===== src/mmsc_pkg.sv =====
`default_nettype none
package mmsc_pkg;
  // Data path geometry: 32 data bits, 8 check bits, DRAM symbols of 4 or 8 bits.
  localparam int DW         = 32;
  localparam int CW         = 8;
  localparam int NSYM       = 8;
  localparam int NSYM8      = 4;
  localparam int SYM4       = 4;
  localparam int SYM8       = 8;
  // Four banks; bit 0 of a bank number picks primary (0) or mirror (1) in mirror mode.
  localparam int BW         = 2;
  localparam int NBANK      = 4;
  localparam int NPAIR      = 2;
  localparam int COPY_BIT   = 0;
  localparam int HALF_SHIFT = 1;
  // Correctable error threshold per bank and link retry budget.
  localparam int CNTW       = 3;
  localparam logic [CNTW-1:0] CE_LIMIT = 3'h4;
  localparam int RW         = 2;
  localparam logic [RW-1:0] MAX_RETRY = 2'h3;

  typedef enum logic [1:0] {MMSC_IDLE, MMSC_SEND, MMSC_WAIT} mmsc_state_t;
  typedef enum logic [2:0] {
    MMSC_LOG_CE, MMSC_LOG_UE, MMSC_LOG_FAILOVER, MMSC_LOG_SPARE_START, MMSC_LOG_SPARE_DONE
  } mmsc_log_t;
endpackage : mmsc_pkg
`default_nettype wire


===== src/mmsc_cnt_if.sv =====
`timescale 1ns/100ps
`default_nettype none
// Strobes to one per-bank error counter and its threshold flag.
interface mmsc_cnt_if;
  logic inc;
  logic clr;
  logic hit;
  modport ctrl (output inc, output clr, input hit);
  modport cnt  (input inc, input clr, output hit);
endinterface : mmsc_cnt_if
`default_nettype wire


===== src/mmsc_ce_counter.sv =====
`timescale 1ns/100ps
`default_nettype none
module mmsc_ce_counter
  import mmsc_pkg::*;
(
  input wire logic clk,
  input wire logic srst,
  mmsc_cnt_if.cnt  port_if
);
  logic [CNTW-1:0] count;
  logic [CNTW-1:0] next_count;

  // An error in the clearing cycle still counts, so the set side wins.
  always_comb begin
    next_count = count;
    if (port_if.clr) begin
      next_count = '0;
    end
    if (port_if.inc && next_count != CE_LIMIT) begin
      next_count = next_count + 1'b1;
    end
  end

  always_ff @(posedge clk) begin
    if (srst) begin
      count <= '0;
    end else begin
      count <= next_count;
    end
  end

  // The count saturates at the threshold so the flag cannot wrap away.
  assign port_if.hit = (count == CE_LIMIT);
endmodule : mmsc_ce_counter
`default_nettype wire


===== src/mmsc_redundancy_ctrl.sv =====
// Functional notes
// - Mirror writes: primary first, then mirror copy.
// - Healthy mirror reads may use either copy.
// - Primary uncorrectable: use mirror copy only.
// - Mirror uncorrectable: use primary copy only.
// - One copy bad, other good: log correctable.
// - Both copies bad: log uncorrectable.
// - Mirror mode: skip mirror test, half capacity.
// - Fourth correctable error per bank starts copy.
// - Copy logged; spare replaces bank, same capacity.
// - Sparing and mirroring never both active.
// - Correct one whole failed x4/x8 DRAM.
// - Protect command/address; retry on link error.
`timescale 1ns/100ps
`default_nettype none
module mmsc_redundancy_ctrl
  import mmsc_pkg::*;
#(
  parameter int AW         = 24,
  parameter int CAPW       = 16,
  parameter int COPY_WORDS = 4194304
) (
  input  wire logic             clk,
  input  wire logic             srst,
  input  wire logic             mode_mirror,
  input  wire logic             mode_spare,
  input  wire logic             org_x8,
  input  wire logic [BW-1:0]    spare_bank,
  input  wire logic [CAPW-1:0]  cap_installed,
  input  wire logic [CAPW-1:0]  cap_spare,
  input  wire logic             req_valid,
  input  wire logic             req_write,
  input  wire logic [AW-1:0]    req_addr,
  input  wire logic [DW-1:0]    req_wdata,
  output logic                  req_ready,
  output logic                  rsp_valid,
  output logic [DW-1:0]         rsp_rdata,
  output logic                  rsp_err,
  output logic                  mem_valid,
  output logic                  mem_write,
  output logic [BW-1:0]         mem_bank,
  output logic [AW-BW-1:0]      mem_addr,
  output logic [DW-1:0]         mem_wdata,
  output logic [CW-1:0]         mem_wcheck,
  output logic                  mem_cmd_par,
  input  wire logic             mem_ack,
  input  wire logic             mem_link_err,
  input  wire logic [DW-1:0]    mem_rdata,
  input  wire logic [CW-1:0]    mem_rcheck,
  input  wire logic [NSYM-1:0]  mem_bad,
  input  wire logic             mem_rsp_par,
  output logic                  log_valid,
  output mmsc_log_t             log_kind,
  output logic [BW-1:0]         log_bank,
  output logic                  mirror_test_en,
  output logic [CAPW-1:0]       cap_usable,
  output logic                  cfg_conflict
);
  localparam logic [AW-BW-1:0] COPY_LAST = (AW-BW)'(COPY_WORDS - 1);

  typedef struct packed {
    mmsc_state_t      st;
    logic             req_ready;
    logic             op_write;
    logic             op_copy;
    logic [BW-1:0]    op_bank;
    logic [AW-BW-1:0] op_addr;
    logic [DW-1:0]    op_data;
    logic             wr_second;
    logic             rd_alt;
    logic             rd_sel;
    logic [RW-1:0]    retry;
    logic [NPAIR-1:0] fail_p;
    logic [NPAIR-1:0] fail_m;
    logic             copy_run;
    logic [BW-1:0]    copy_src;
    logic [AW-BW-1:0] copy_ptr;
    logic             remap_on;
    logic [BW-1:0]    remap_from;
    logic             mem_valid;
    logic             mem_write;
    logic [BW-1:0]    mem_bank;
    logic [AW-BW-1:0] mem_addr;
    logic [DW-1:0]    mem_wdata;
    logic [CW-1:0]    mem_wcheck;
    logic             mem_cmd_par;
    logic             rsp_valid;
    logic [DW-1:0]    rsp_rdata;
    logic             rsp_err;
    logic             log_valid;
    mmsc_log_t        log_kind;
    logic [BW-1:0]    log_bank;
    logic             mirror_test_en;
    logic [CAPW-1:0]  cap_usable;
    logic             cfg_conflict;
  } mmsc_core_t;

  mmsc_core_t       core;
  mmsc_core_t       next_core;
  logic             mir;
  logic             spr;
  logic [DW+1:0]    ecc_w;
  logic             ue_eff;
  logic             link_bad;
  logic [NBANK-1:0] inc_v;
  logic [NBANK-1:0] clr_v;
  logic [NBANK-1:0] hit;
  logic             start_ok;
  logic [BW-1:0]    start_bank;

  ////////////////////////////////////////////////////////////////////////////
  // Check symbol: XOR of all DRAM symbols, so one flagged DRAM can be rebuilt.
  function automatic logic [CW-1:0] sym_xor(input logic [DW-1:0] d, input logic x8);
    logic [CW-1:0] s;
    s = '0;
    if (x8) begin
      for (int i = 0; i < NSYM8; i++) s = s ^ d[i*SYM8 +: SYM8];
    end else begin
      for (int i = 0; i < NSYM; i++) s[SYM4-1:0] = s[SYM4-1:0] ^ d[i*SYM4 +: SYM4];
    end
    return s;
  endfunction : sym_xor

  // Returns {uncorrectable, corrected, data}; the buffer flags the failing DRAM.
  function automatic logic [DW+1:0] ecc_fix(input logic [DW-1:0] d, input logic [CW-1:0] c,
                                            input logic [NSYM-1:0] bad, input logic x8);
    logic [CW-1:0]   syn;
    logic [DW-1:0]   f;
    logic [NSYM-1:0] m;
    int              n;
    syn = c ^ sym_xor(d, x8);
    f   = d;
    m   = bad;
    if (x8) m[NSYM-1:NSYM8] = '0;
    if (!x8) syn[CW-1:SYM4] = '0;
    n = $countones(m);
    if (n == 1) begin
      for (int i = 0; i < NSYM8; i++) if (x8 && m[i]) f[i*SYM8 +: SYM8] = d[i*SYM8 +: SYM8] ^ syn;
      for (int i = 0; i < NSYM; i++)
        if (!x8 && m[i]) f[i*SYM4 +: SYM4] = d[i*SYM4 +: SYM4] ^ syn[SYM4-1:0];
    end
    return {(n > 1) || (n == 0 && syn != '0), n == 1, f};
  endfunction : ecc_fix

  // A conflicting setting enables neither mode rather than guessing one.
  assign mir      = mode_mirror & ~mode_spare;
  assign spr      = mode_spare & ~mode_mirror;
  assign ecc_w    = ecc_fix(mem_rdata, mem_rcheck, mem_bad, org_x8);
  assign link_bad = mem_link_err | (~core.op_write & ((^{mem_rdata, mem_rcheck}) != mem_rsp_par));
  assign ue_eff   = ecc_w[DW+1] | link_bad;

  ////////////////////////////////////////////////////////////////////////////
  // Per-bank correctable error counters.
  mmsc_cnt_if cif [NBANK] ();
  for (genvar b = 0; b < NBANK; b++) begin : g_cnt
    assign cif[b].inc = inc_v[b];
    assign cif[b].clr = clr_v[b];
    assign hit[b]     = cif[b].hit;
    mmsc_ce_counter u_cnt (.clk(clk), .srst(srst), .port_if(cif[b]));
  end

  // Lowest-numbered bank at threshold that is not the spare itself.
  always_comb begin
    start_ok   = '0;
    start_bank = '0;
    for (int b = NBANK - 1; b >= 0; b--) begin
      if (hit[b] && BW'(b) != spare_bank) begin
        start_ok   = '1;
        start_bank = BW'(b);
      end
    end
  end

  ////////////////////////////////////////////////////////////////////////////
  // Sequencer: host requests, mirror duplication and failover, spare copy.
  always_comb begin
    logic rp;
    rp = req_addr[AW-1];
    next_core = core;
    next_core.mem_valid = '0;
    next_core.rsp_valid = '0;
    next_core.log_valid = '0;
    next_core.req_ready = '0;
    inc_v = '0;
    clr_v = '0;
    next_core.cfg_conflict   = mode_mirror & mode_spare;
    next_core.mirror_test_en = ~mir;
    // The spare bank is held back from the start, so swapping it in keeps capacity.
    next_core.cap_usable = mir ? (cap_installed >> HALF_SHIFT) :
                           spr ? (cap_installed - cap_spare) : cap_installed;
    unique case (core.st)
      MMSC_IDLE: begin
        if (core.copy_run) begin
          next_core.op_copy  = '1;
          next_core.op_write = '0;
          next_core.op_bank  = core.copy_src;
          next_core.op_addr  = core.copy_ptr;
          next_core.retry    = '0;
          next_core.st       = MMSC_SEND;
        end else if (req_valid && core.req_ready) begin
          next_core.op_copy   = '0;
          next_core.op_write  = req_write;
          next_core.op_data   = req_wdata;
          next_core.op_addr   = req_addr[AW-BW-1:0];
          next_core.op_bank   = req_addr[AW-1 -: BW];
          next_core.wr_second = '0;
          next_core.rd_alt    = '0;
          next_core.retry     = '0;
          next_core.st        = MMSC_SEND;
          if (mir) begin
            next_core.op_bank[COPY_BIT] = '0;
            if (core.fail_p[rp]) begin
              next_core.op_bank[COPY_BIT] = '1;
            end else if (core.fail_m[rp]) begin
              next_core.op_bank[COPY_BIT] = '0;
            end else if (req_write) begin
              next_core.wr_second = '1;
            end else begin
              // Alternating copies spreads read wear across both halves.
              next_core.op_bank[COPY_BIT] = core.rd_sel;
              next_core.rd_sel = ~core.rd_sel;
            end
          end else if (spr && core.remap_on && req_addr[AW-1 -: BW] == core.remap_from) begin
            next_core.op_bank = spare_bank;
          end
        end else if (spr && !core.remap_on && start_ok) begin
          next_core.copy_run  = '1;
          next_core.copy_src  = start_bank;
          next_core.copy_ptr  = '0;
          next_core.log_valid = '1;
          next_core.log_kind  = MMSC_LOG_SPARE_START;
          next_core.log_bank  = start_bank;
        end else begin
          next_core.req_ready = '1;
        end
      end
      MMSC_SEND: begin
        // Command, address and data all go out under one parity bit.
        next_core.mem_valid   = '1;
        next_core.mem_write   = core.op_write;
        next_core.mem_bank    = core.op_bank;
        next_core.mem_addr    = core.op_addr;
        next_core.mem_wdata   = core.op_data;
        next_core.mem_wcheck  = sym_xor(core.op_data, org_x8);
        next_core.mem_cmd_par = ^{core.op_write, core.op_bank, core.op_addr, core.op_data,
                                  sym_xor(core.op_data, org_x8)};
        next_core.st          = MMSC_WAIT;
      end
      MMSC_WAIT: begin
        if (mem_ack && link_bad && core.retry != MAX_RETRY) begin
          next_core.retry = core.retry + 1'b1;
          next_core.st    = MMSC_SEND;
        end else if (mem_ack) begin
          next_core.retry = '0;
          next_core.st    = MMSC_IDLE;
          if (core.op_write && core.wr_second) begin
            next_core.wr_second = '0;
            next_core.op_bank[COPY_BIT] = '1;
            next_core.st = MMSC_SEND;
          end else if (core.op_write && core.op_copy) begin
            if (core.copy_ptr == COPY_LAST) begin
              next_core.copy_run   = '0;
              next_core.remap_on   = '1;
              next_core.remap_from = core.copy_src;
              clr_v[core.copy_src] = '1;
              next_core.log_valid  = '1;
              next_core.log_kind   = MMSC_LOG_SPARE_DONE;
              next_core.log_bank   = spare_bank;
            end else begin
              next_core.copy_ptr = core.copy_ptr + 1'b1;
            end
          end else if (core.op_write) begin
            next_core.rsp_valid = '1;
            next_core.rsp_err   = link_bad;
            next_core.log_valid = link_bad;
            next_core.log_kind  = MMSC_LOG_UE;
            next_core.log_bank  = core.op_bank;
          end else if (core.op_copy) begin
            next_core.op_write = '1;
            next_core.op_data  = ecc_w[DW-1:0];
            next_core.op_bank  = spare_bank;
            next_core.st       = MMSC_SEND;
          end else if (mir && ue_eff && !core.rd_alt && !core.fail_p[core.op_bank[BW-1]] &&
                       !core.fail_m[core.op_bank[BW-1]]) begin
            // Mark the bad copy and fetch the same word from the other one.
            if (core.op_bank[COPY_BIT]) next_core.fail_m[core.op_bank[BW-1]] = '1;
            else next_core.fail_p[core.op_bank[BW-1]] = '1;
            next_core.op_bank[COPY_BIT] = ~core.op_bank[COPY_BIT];
            next_core.rd_alt    = '1;
            next_core.log_valid = '1;
            next_core.log_kind  = MMSC_LOG_FAILOVER;
            next_core.log_bank  = core.op_bank;
            next_core.st        = MMSC_SEND;
          end else begin
            next_core.rsp_valid = '1;
            next_core.rsp_rdata = ecc_w[DW-1:0];
            next_core.rsp_err   = ue_eff;
            next_core.log_valid = ue_eff | ecc_w[DW] | core.rd_alt;
            next_core.log_kind  = ue_eff ? MMSC_LOG_UE : MMSC_LOG_CE;
            next_core.log_bank  = core.op_bank;
            inc_v[core.op_bank] = spr & ecc_w[DW] & ~ue_eff;
          end
        end
      end
      default: next_core.st = MMSC_IDLE;
    endcase
  end

  always_ff @(posedge clk) begin
    if (srst) begin
      core <= '0;
    end else begin
      core <= next_core;
    end
  end

  // Every output is a field of the state register.
  assign req_ready      = core.req_ready;
  assign rsp_valid      = core.rsp_valid;
  assign rsp_rdata      = core.rsp_rdata;
  assign rsp_err        = core.rsp_err;
  assign mem_valid      = core.mem_valid;
  assign mem_write      = core.mem_write;
  assign mem_bank       = core.mem_bank;
  assign mem_addr       = core.mem_addr;
  assign mem_wdata      = core.mem_wdata;
  assign mem_wcheck     = core.mem_wcheck;
  assign mem_cmd_par    = core.mem_cmd_par;
  assign log_valid      = core.log_valid;
  assign log_kind       = core.log_kind;
  assign log_bank       = core.log_bank;
  assign mirror_test_en = core.mirror_test_en;
  assign cap_usable     = core.cap_usable;
  assign cfg_conflict   = core.cfg_conflict;
  logic rp_a;
  assign rp_a = req_addr[AW-1];
endmodule : mmsc_redundancy_ctrl
`default_nettype wire

===== config.mk =====
export PLATFORM = sky130hd
export DESIGN_NAME = mmsc_redundancy_ctrl
export DESIGN_NICKNAME = d
export VERILOG_FILES = /design/src/mmsc_pkg.sv /design/src/mmsc_cnt_if.sv /design/src/mmsc_ce_counter.sv /design/src/mmsc_redundancy_ctrl.sv
export SDC_FILE = /design/constraint.sdc
export NUM_CORES = 1
export LEC_CHECK = 0
export BUFFER_PORTS_ARGS = -buffer_cell sky130_fd_sc_hd__buf_2
export CAP_MARGIN = 20
export CORE_MARGIN = 10
export CORE_UTILIZATION = 56
export CTS_CLUSTER_DIAMETER = 40
export DETAILED_ROUTE_END_ITERATION = 7
export PLACE_DENSITY = 0.81
export SLEW_MARGIN = 10
export SYNTH_ARGS = -nofsm -noshare
export SYNTH_HDL_FRONTEND = slang
export SYNTH_SLANG_ARGS = --single-unit

===== constraint.sdc =====
create_clock -name clk -period 6.8 [get_ports clk]
set_input_delay 1.36 -clock clk [delete_from_list [all_inputs] [get_ports clk]]
set_output_delay 1.36 -clock clk [all_outputs]
set_load 0.02 [all_outputs]

# Word-level counts from Yosys, hierarchy flattened
# Index checks and enable logic that the tools add are counted.
[word_totals]
word_cells = 410
inputBits = 148
register_bits = 235
output_inout_bits = 126
[classes]
n_eq_ne = 43
n_lt_le_gt_ge = 8
muxes = 166
bitwise_logic = 66
add_sub_neg = 14
reduce_logical = 73
[op_table]
columns = ["op", "n"]
rows = [
  ["2-to-1 mux 25 bit", 7],
  ["2-to-1 mux 32 bit", 5],
  ["2-to-1 mux 4 bit", 34],
  ["2-to-1 mux 34 bit", 3],
  ["bitwise XOR 4 bit", 22],
  ["bitwise XOR 8 bit", 11],
  ["one-hot mux 34 bit (2 select lines)", 1],
  ["2-to-1 mux 67 bit", 1],
  ["parity 65 bit", 1],
  ["2-to-1 mux 63 bit", 1],
  ["2-to-1 mux 1 bit", 56],
  ["2-to-1 mux 6 bit", 9],
  ["AND reduction 9 bit", 5],
  ["one-hot mux 22 bit (2 select lines)", 1],
  ["2-to-1 mux 40 bit", 1],
  ["parity 40 bit", 1],
  ["logical AND 1 bit", 37],
  ["inequality test 2 bit, second input constant", 18],
  ["2-to-1 mux 35 bit", 1],
  ["2-to-1 mux 2 bit", 17],
  ["zero test 32 bit", 1],
  ["2-to-1 mux 8 bit", 4],
  ["2-to-1 mux 3 bit", 9],
  ["inequality test 3 bit, second input constant", 9],
  ["other kinds (55)", 115],
]

# Longest topological paths before layout
[logic_depth]
ltp_word = 28
depth_mapped = 20
ltp_nobuf = 18

# Modules after synthesis
# A second synthesis with hierarchy kept.
[hier_totals]
cells_unflattened = 1637
hier_area_um2 = 13563.0
[modules_own_cells]
columns = ["module", "area_per_inst_um2", "seq_area_each_um2", "cells_each", "n_inst"]
rows = [
  ["mmsc_redundancy_ctrl", 12902.4, 4464.3, 1561, 1],
  ["mmsc_ce_counter", 165.2, 60.1, 19, 4],
]

# Worst setup path before layout
# OpenSTA, ideal clock, no wires.
[synth_path]
path_type = "input to register"
startpoint = "in mem_bad[0]"
endpoint = "reg core[188] (netlist bit)"
path_buffers = 1
required_ns = 6.664
arrival_time_ns = 5.092
cell_stages = 19
setup_slack_ns = 1.572
setup_ns = 0.136
path_cell_list = "fa_1 inv_1 fa_1 fa_1 inv_1 ha_1 inv_1 fa_1 a211oi_1 mux2i_1 nor2b_1 and2_0 clkbuf_1 nand2_1 nor2_1 xnor2_1 nor2_1 a31oi_1 a211oi_1"
[synth_via]
elab_chain_cells = 12
[synth_rtl]
columns = ["item", "line", "source"]
rows = [
  ["start: declaration", "mmsc_redundancy_ctrl.sv:50", "input wire logic [NSYM-1:0] mem_bad,"],
  ["adder 1 x 1 -> 2 bit (implied by the code)", "mmsc_redundancy_ctrl.sv:136", "n = $countones(m);"],
  ["adder 2 x 2 -> 3 bit (implied by the code)", "mmsc_redundancy_ctrl.sv:136", ""],
  ["adder 3 x 3 -> 4 bit (implied by the code)", "mmsc_redundancy_ctrl.sv:136", ""],
  ["== test 4 x 1 -> 1 bit", "mmsc_redundancy_ctrl.sv:137", "if (n == 1) begin"],
  ["2-to-1 mux 32 bit", "mmsc_redundancy_ctrl.sv:137", ""],
  ["2-to-1 mux 32 bit", "mmsc_redundancy_ctrl.sv:278", "end else if (core.op_copy) begin"],
  ["2-to-1 mux 32 bit", "mmsc_redundancy_ctrl.sv:272", "end else if (core.op_write) begin"],
  ["2-to-1 mux 32 bit", "mmsc_redundancy_ctrl.sv:260", "end else if (core.op_write && core.op_copy) begin"],
  ["2-to-1 mux 32 bit", "mmsc_redundancy_ctrl.sv:256", "if (core.op_write && core.wr_second) begin"],
  ["2-to-1 mux 34 bit", "mmsc_redundancy_ctrl.sv:253", "end else if (mem_ack) begin"],
  ["2-to-1 mux 34 bit", "mmsc_redundancy_ctrl.sv:250", "if (mem_ack && link_bad && core.retry != MAX_RETRY) begin"],
  ["one-hot mux 34 bit (2 select lines)", "mmsc_redundancy_ctrl.sv:191", "unique case (core.st)"],
  ["end signal: assignment", "mmsc_redundancy_ctrl.sv:313", "core <= next_core;"],
  ["end: declaration", "mmsc_redundancy_ctrl.sv:98", "mmsc_core_t core;"],
]
# Every way passes these cells. The select of a mux whose other input is x is not followed.
# A chain may end at the register's enable or synchronous reset.

# Final worst setup path
[layout_path]
startpoint = "in mem_bad[0]"
endpoint = "reg g_cnt[2].u_cnt.count[1]"
[layout_via]
elab_chain_cells = 21
elab_cells_between_ends = 27
classes_between = "add/sub (3); order compare (1); eq/ne (1); mux (9); bitwise (5); reduce/logical (8)"
[layout_rtl]
columns = ["item", "line", "source"]
rows = [
  ["adder 1 x 1 -> 2 bit (implied by the code) *", "mmsc_redundancy_ctrl.sv:136", ""],
  ["adder 2 x 2 -> 3 bit (implied by the code) *", "mmsc_redundancy_ctrl.sv:136", ""],
  ["adder 3 x 3 -> 4 bit (implied by the code) *", "mmsc_redundancy_ctrl.sv:136", ""],
  ["parallel branches: the longest is 8 deep, another holds greater-than comparator 4 x 1 -> 1 bit", "n/a", ""],
  ["2-to-1 mux 4 bit *", "mmsc_redundancy_ctrl.sv:283", "end else if (mir && ue_eff && !core.rd_alt && !core.fail_p[core.op_bank[BW-1]] &&"],
  ["2-to-1 mux 4 bit *", "mmsc_redundancy_ctrl.sv:278", ""],
  ["2-to-1 mux 4 bit *", "mmsc_redundancy_ctrl.sv:272", ""],
  ["2-to-1 mux 4 bit *", "mmsc_redundancy_ctrl.sv:260", ""],
  ["2-to-1 mux 4 bit *", "mmsc_redundancy_ctrl.sv:256", ""],
  ["2-to-1 mux 4 bit *", "mmsc_redundancy_ctrl.sv:253", ""],
  ["2-to-1 mux 4 bit *", "mmsc_redundancy_ctrl.sv:250", ""],
  ["2-to-1 mux 4 bit *", "mmsc_redundancy_ctrl.sv:191", ""],
  ["logical AND 1 bit *", "mmsc_ce_counter.sv:19", "if (port_if.inc && next_count != CE_LIMIT) begin"],
  ["2-to-1 mux 3 bit *", "mmsc_ce_counter.sv:19", ""],
  ["end signal: assignment", "mmsc_ce_counter.sv:28", "count <= next_count;"],
  ["end: declaration", "mmsc_ce_counter.sv:10", "logic [CNTW-1:0] count;"],
]
# Every way passes the cells marked *.

==> flow_summary.yaml <==
routing:
  drt_iter0_drc: 1352
  ant_nets: 0
  via_per_inst: 5.79
  first_pass_iters: 5
  dr_total_vias: 12400
  wl_um: 41200
  drc: 0
  post_drt_wl_per_cell_um: 19.2
timing:
  fin_setup_tns_ps: 0
  grt_setup_unrepaired: "false"
  finalHoldViolCount: 0
  fmax_mhz: 178
  finalClockSkew_ps: 18.5
  max-slew-margin-rel: 0.267
  setup_viol: 0
  period_share: 0.827
  tightest_slew_ps: 1100
  drv_slew: 0
  fin_crit_ps: 5620
  post-route-worst-setup-slack_ps: 1180
min_path:
  hp-class: "reg -> reg"
  min_from: "log_bank[0]$_SDFFE_PP0P_"
  holdPathEnd: "log_bank[0]$_SDFFE_PP0P_"
  hold_depth: 2
pwr:
  switching_share: 0.320
  p_sw_mw: 1.44
  p_seq_frac: 0.339
  leakage_nw: 6.40
  p_int_mw: 3.07
  irDropWorstVdd_uv: 182
  p_per_area_nw_per_um2: 292
  totalPowerFinal_mw: 4.52
  p_comb_frac: 0.237
  p_clk_frac: 0.424
critical_path:
  crit_fanout: 7
  cp-start-kind: "primary input"
  crit_path_end_kind: "flip-flop"
  crit_type: "in -> reg"
  rrSetupSlack_ps: 3050
  reg2reg_from: "core[128]$_SDFFE_PP0P_"
  r2r_end: "g_cnt[2].u_cnt.count[2]$_SDFF_PP0_"
  worstPathArrival_ps: 5990
  critPathRequiredTime_ps: 7170
  r2r_cells: 14
layout:
  syn_to_final_growth_pct: 14.2
  num-nets-final: 1981
  fill_cells: 1996
  drive_gt1_frac: 0.220
  final_util: 0.654
global_routing:
  antenna_found_initial: 2
  grt_start_max_net_pins: 87
  grt-ovfl-total: 0
  grt_usage: 0.255
  grt_pass1_wl_um: 64300
  grt_pass1_vias: 12000
synthesis:
  synth_nets: 1869
  yosys.area.top_type_share: 0.348
  avgSynthCellArea_um2: 8.03
  ys.flop_type: "dfxtp_1"
  yosys_warnings: 0
  synthTopCellsByArea: "dfxtp_1 (35%), buf_4 (6.9%), nor2_1 (6.5%)"
  synth_seq_cells: 235
  syn_area_um2: 13500
  synth_cell_types: 69
  async_reset_ff_frac: 0
  synth_enable_flop_cells: 0
  synth_top_area_cell: "dfxtp_1"
  ys_seq_area_frac: 0.348
  synth_cells: 1684
clocking:
  cts_resized: 0
  cts_tree: "built"
  clock_sinks: 235
  cts-root-buf: "clkbuf_16"
  clkTransAtPathRegs_ps: 50
  cts_max_level: 2
  clkLatencyLatePin_ps: 530
  hold_buffers: 0
  numCtsBuffers: 36
  clk_path_buf_depth: 3
  cts_setup_buffers: 0
outcome:
  status: "completed"
floorplan:
  row_count: 56
  core_um2: 23600
  die_y_um: 175
  initial_utilization: 0.572
  dieArea_um2: 30800
  boundaryPins: 274
  die_w_um: 175
placed_design:
  dp_slack_ps: 773
  dp_hpwl_um: 30500
  portBuffers: 273
  place_congestion: 0.969
run:
  cap_violations: 0
## layout make-up
cell class | count | area [um^2] | area share
Tap cell | 319 | 399 | 0.0259
Antenna cell | 3 | 7.51 | 0.000486
Clock buffer | 43 | 997 | 0.0646
Inverter | 54 | 203 | 0.0131
Sequential cell | 235 | 4700 | 0.305
Timing Repair Buffer | 286 | 1500 | 0.0969
Multi-Input combinational cell | 1183 | 7360 | 0.477
Clock inverter | 23 | 270 | 0.0175
## cells in the mapped netlist (all sizes together), types with 3 or more instances
cell type,count
or3,6
a21oi,109
o31ai,10
nor2,235
a211o,4
nor2b,16
a311oi,4
a22oi,8
nand3b,3
o21bai,4
xnor3,10
nor3b,5
and3,13
xor2,40
a21o,7
o21a,3
o21ai,47
and2,9
nand4,9
o22ai,20
fa,5
ha,32
inv,52
a211oi,82
xnor2,92
a221oi,23
nand2b,8
nand2,222
clkbuf,70
buf,142
nor4,4
or2,3
a21boi,3
o32ai,5
dfxtp,235
a31oi,36
nand3,29
nor3,42
mux2i,13
## worst max-delay path, stage by stage
cell and delay (ps):
buf_2 130, fa_1 540, inv_1 60, fa_1 500
fa_1 480, inv_1 60, ha_1 170, inv_1 60
fa_1 370, a211oi_1 250, mux2i_1 120, nor2b_1 140
and2_0 410, nand4_1 200, nor3_1 530, and3_1 350
mux2i_1 200, nor2_1 60
## layer usage
metal / global-route usage / part of all wire / up-vias
met1: 0.332 / 0.42 / 5830
met3: 0.0491 / 0.087 / 101
met4: 0.0968 / 0.034 / 0
li1: - / - / 5912
met2: 0.411 / 0.46 / 591
met5: 0 / 0 / -
## stage by stage
stage               instance area [um^2]  hold WS, ps  instances
global placement                   14100          424       2076
detailed placement                 14100          433       2076
global route                       15400          464       2145
floorplan                          13500          417       1684
CTS                                15400          441       2142
finish                             15400          437       2146
## state kept, by name, summed over array words and instances, names as in the netlist
name               flops
mem_wcheck             8
rsp_valid              1
core                  97
log_kind               3
g_cnt.u_cnt.count     12
mirror_test_en         1
cfg_conflict           1
log_valid              1
rsp_rdata             32
mem_wdata             32
mem_addr              22
mem_write              1
log_bank               2
rsp_err                1
mem_cmd_par            1
mem_bank               2
req_ready              1
mem_valid              1
cap_usable            16
## power groups by stage
stage               Combinational [mW]  Clock, mW  Sequential (mW)
detailed placement                1.04          0             1.56
global route                      1.17       1.99             1.54
CTS                               1.05       1.93             1.53
floorplan                        0.821          0             1.53
global placement                  1.03          0             1.55
finish                            1.07       1.92             1.53
## cells in the final DEF, fill, tap and decap left out, types with 7 or more instances in the layout
cell,instances
a211oi_1,52
xnor2_1,90
ha_1,32
nor2_1,235
nand3_1,29
nor2b_1,14
a211oi_2,30
buf_2,272
dfxtp_1,235
a21o_1,7
a22oi_1,8
nand2_1,222
o31ai_1,9
clkbuf_16,36
o21ai_0,44
nor3_1,41
and3_1,13
o22ai_1,20
inv_1,52
buf_4,11
clkbuf_8,7
a21oi_1,108
nand4_1,9
a221oi_1,23
mux2i_1,12
and2_1,7
xor2_1,40
a31oi_1,36
xnor3_1,9
## cells by family after synthesis
group / share of synthesized area
AO/OA/AOI/OAI: 0.196
XOR/XNOR: 0.104
adder cells (fa/ha/maj): 0.0370
buffers and inverters: 0.110
flip-flops: 0.348
multiplexers: 0.0114
AND/OR/NAND/NOR: 0.193
## how the worst max path moves through the flow
stage	from	to	slack (ps)	cells past startpoint
after floorplan	mem_bad[0]	core[188]$_SDFFE_PP0P_	1570	19
after global placement	mem_bad[0]	g_cnt[2].u_cnt.count[1]$_SDFF_PP0_	950	18
after detailed placement	mem_bad[0]	g_cnt[2].u_cnt.count[1]$_SDFF_PP0_	770	18
after CTS	mem_bad[0]	g_cnt[2].u_cnt.count[1]$_SDFF_PP0_	1310	18
after global routing	mem_bad[0]	g_cnt[2].u_cnt.count[1]$_SDFF_PP0_	860	18
final	mem_bad[0]	g_cnt[2].u_cnt.count[1]$_SDFF_PP0_	1180	18
Power figures use the tool's default switching activity.
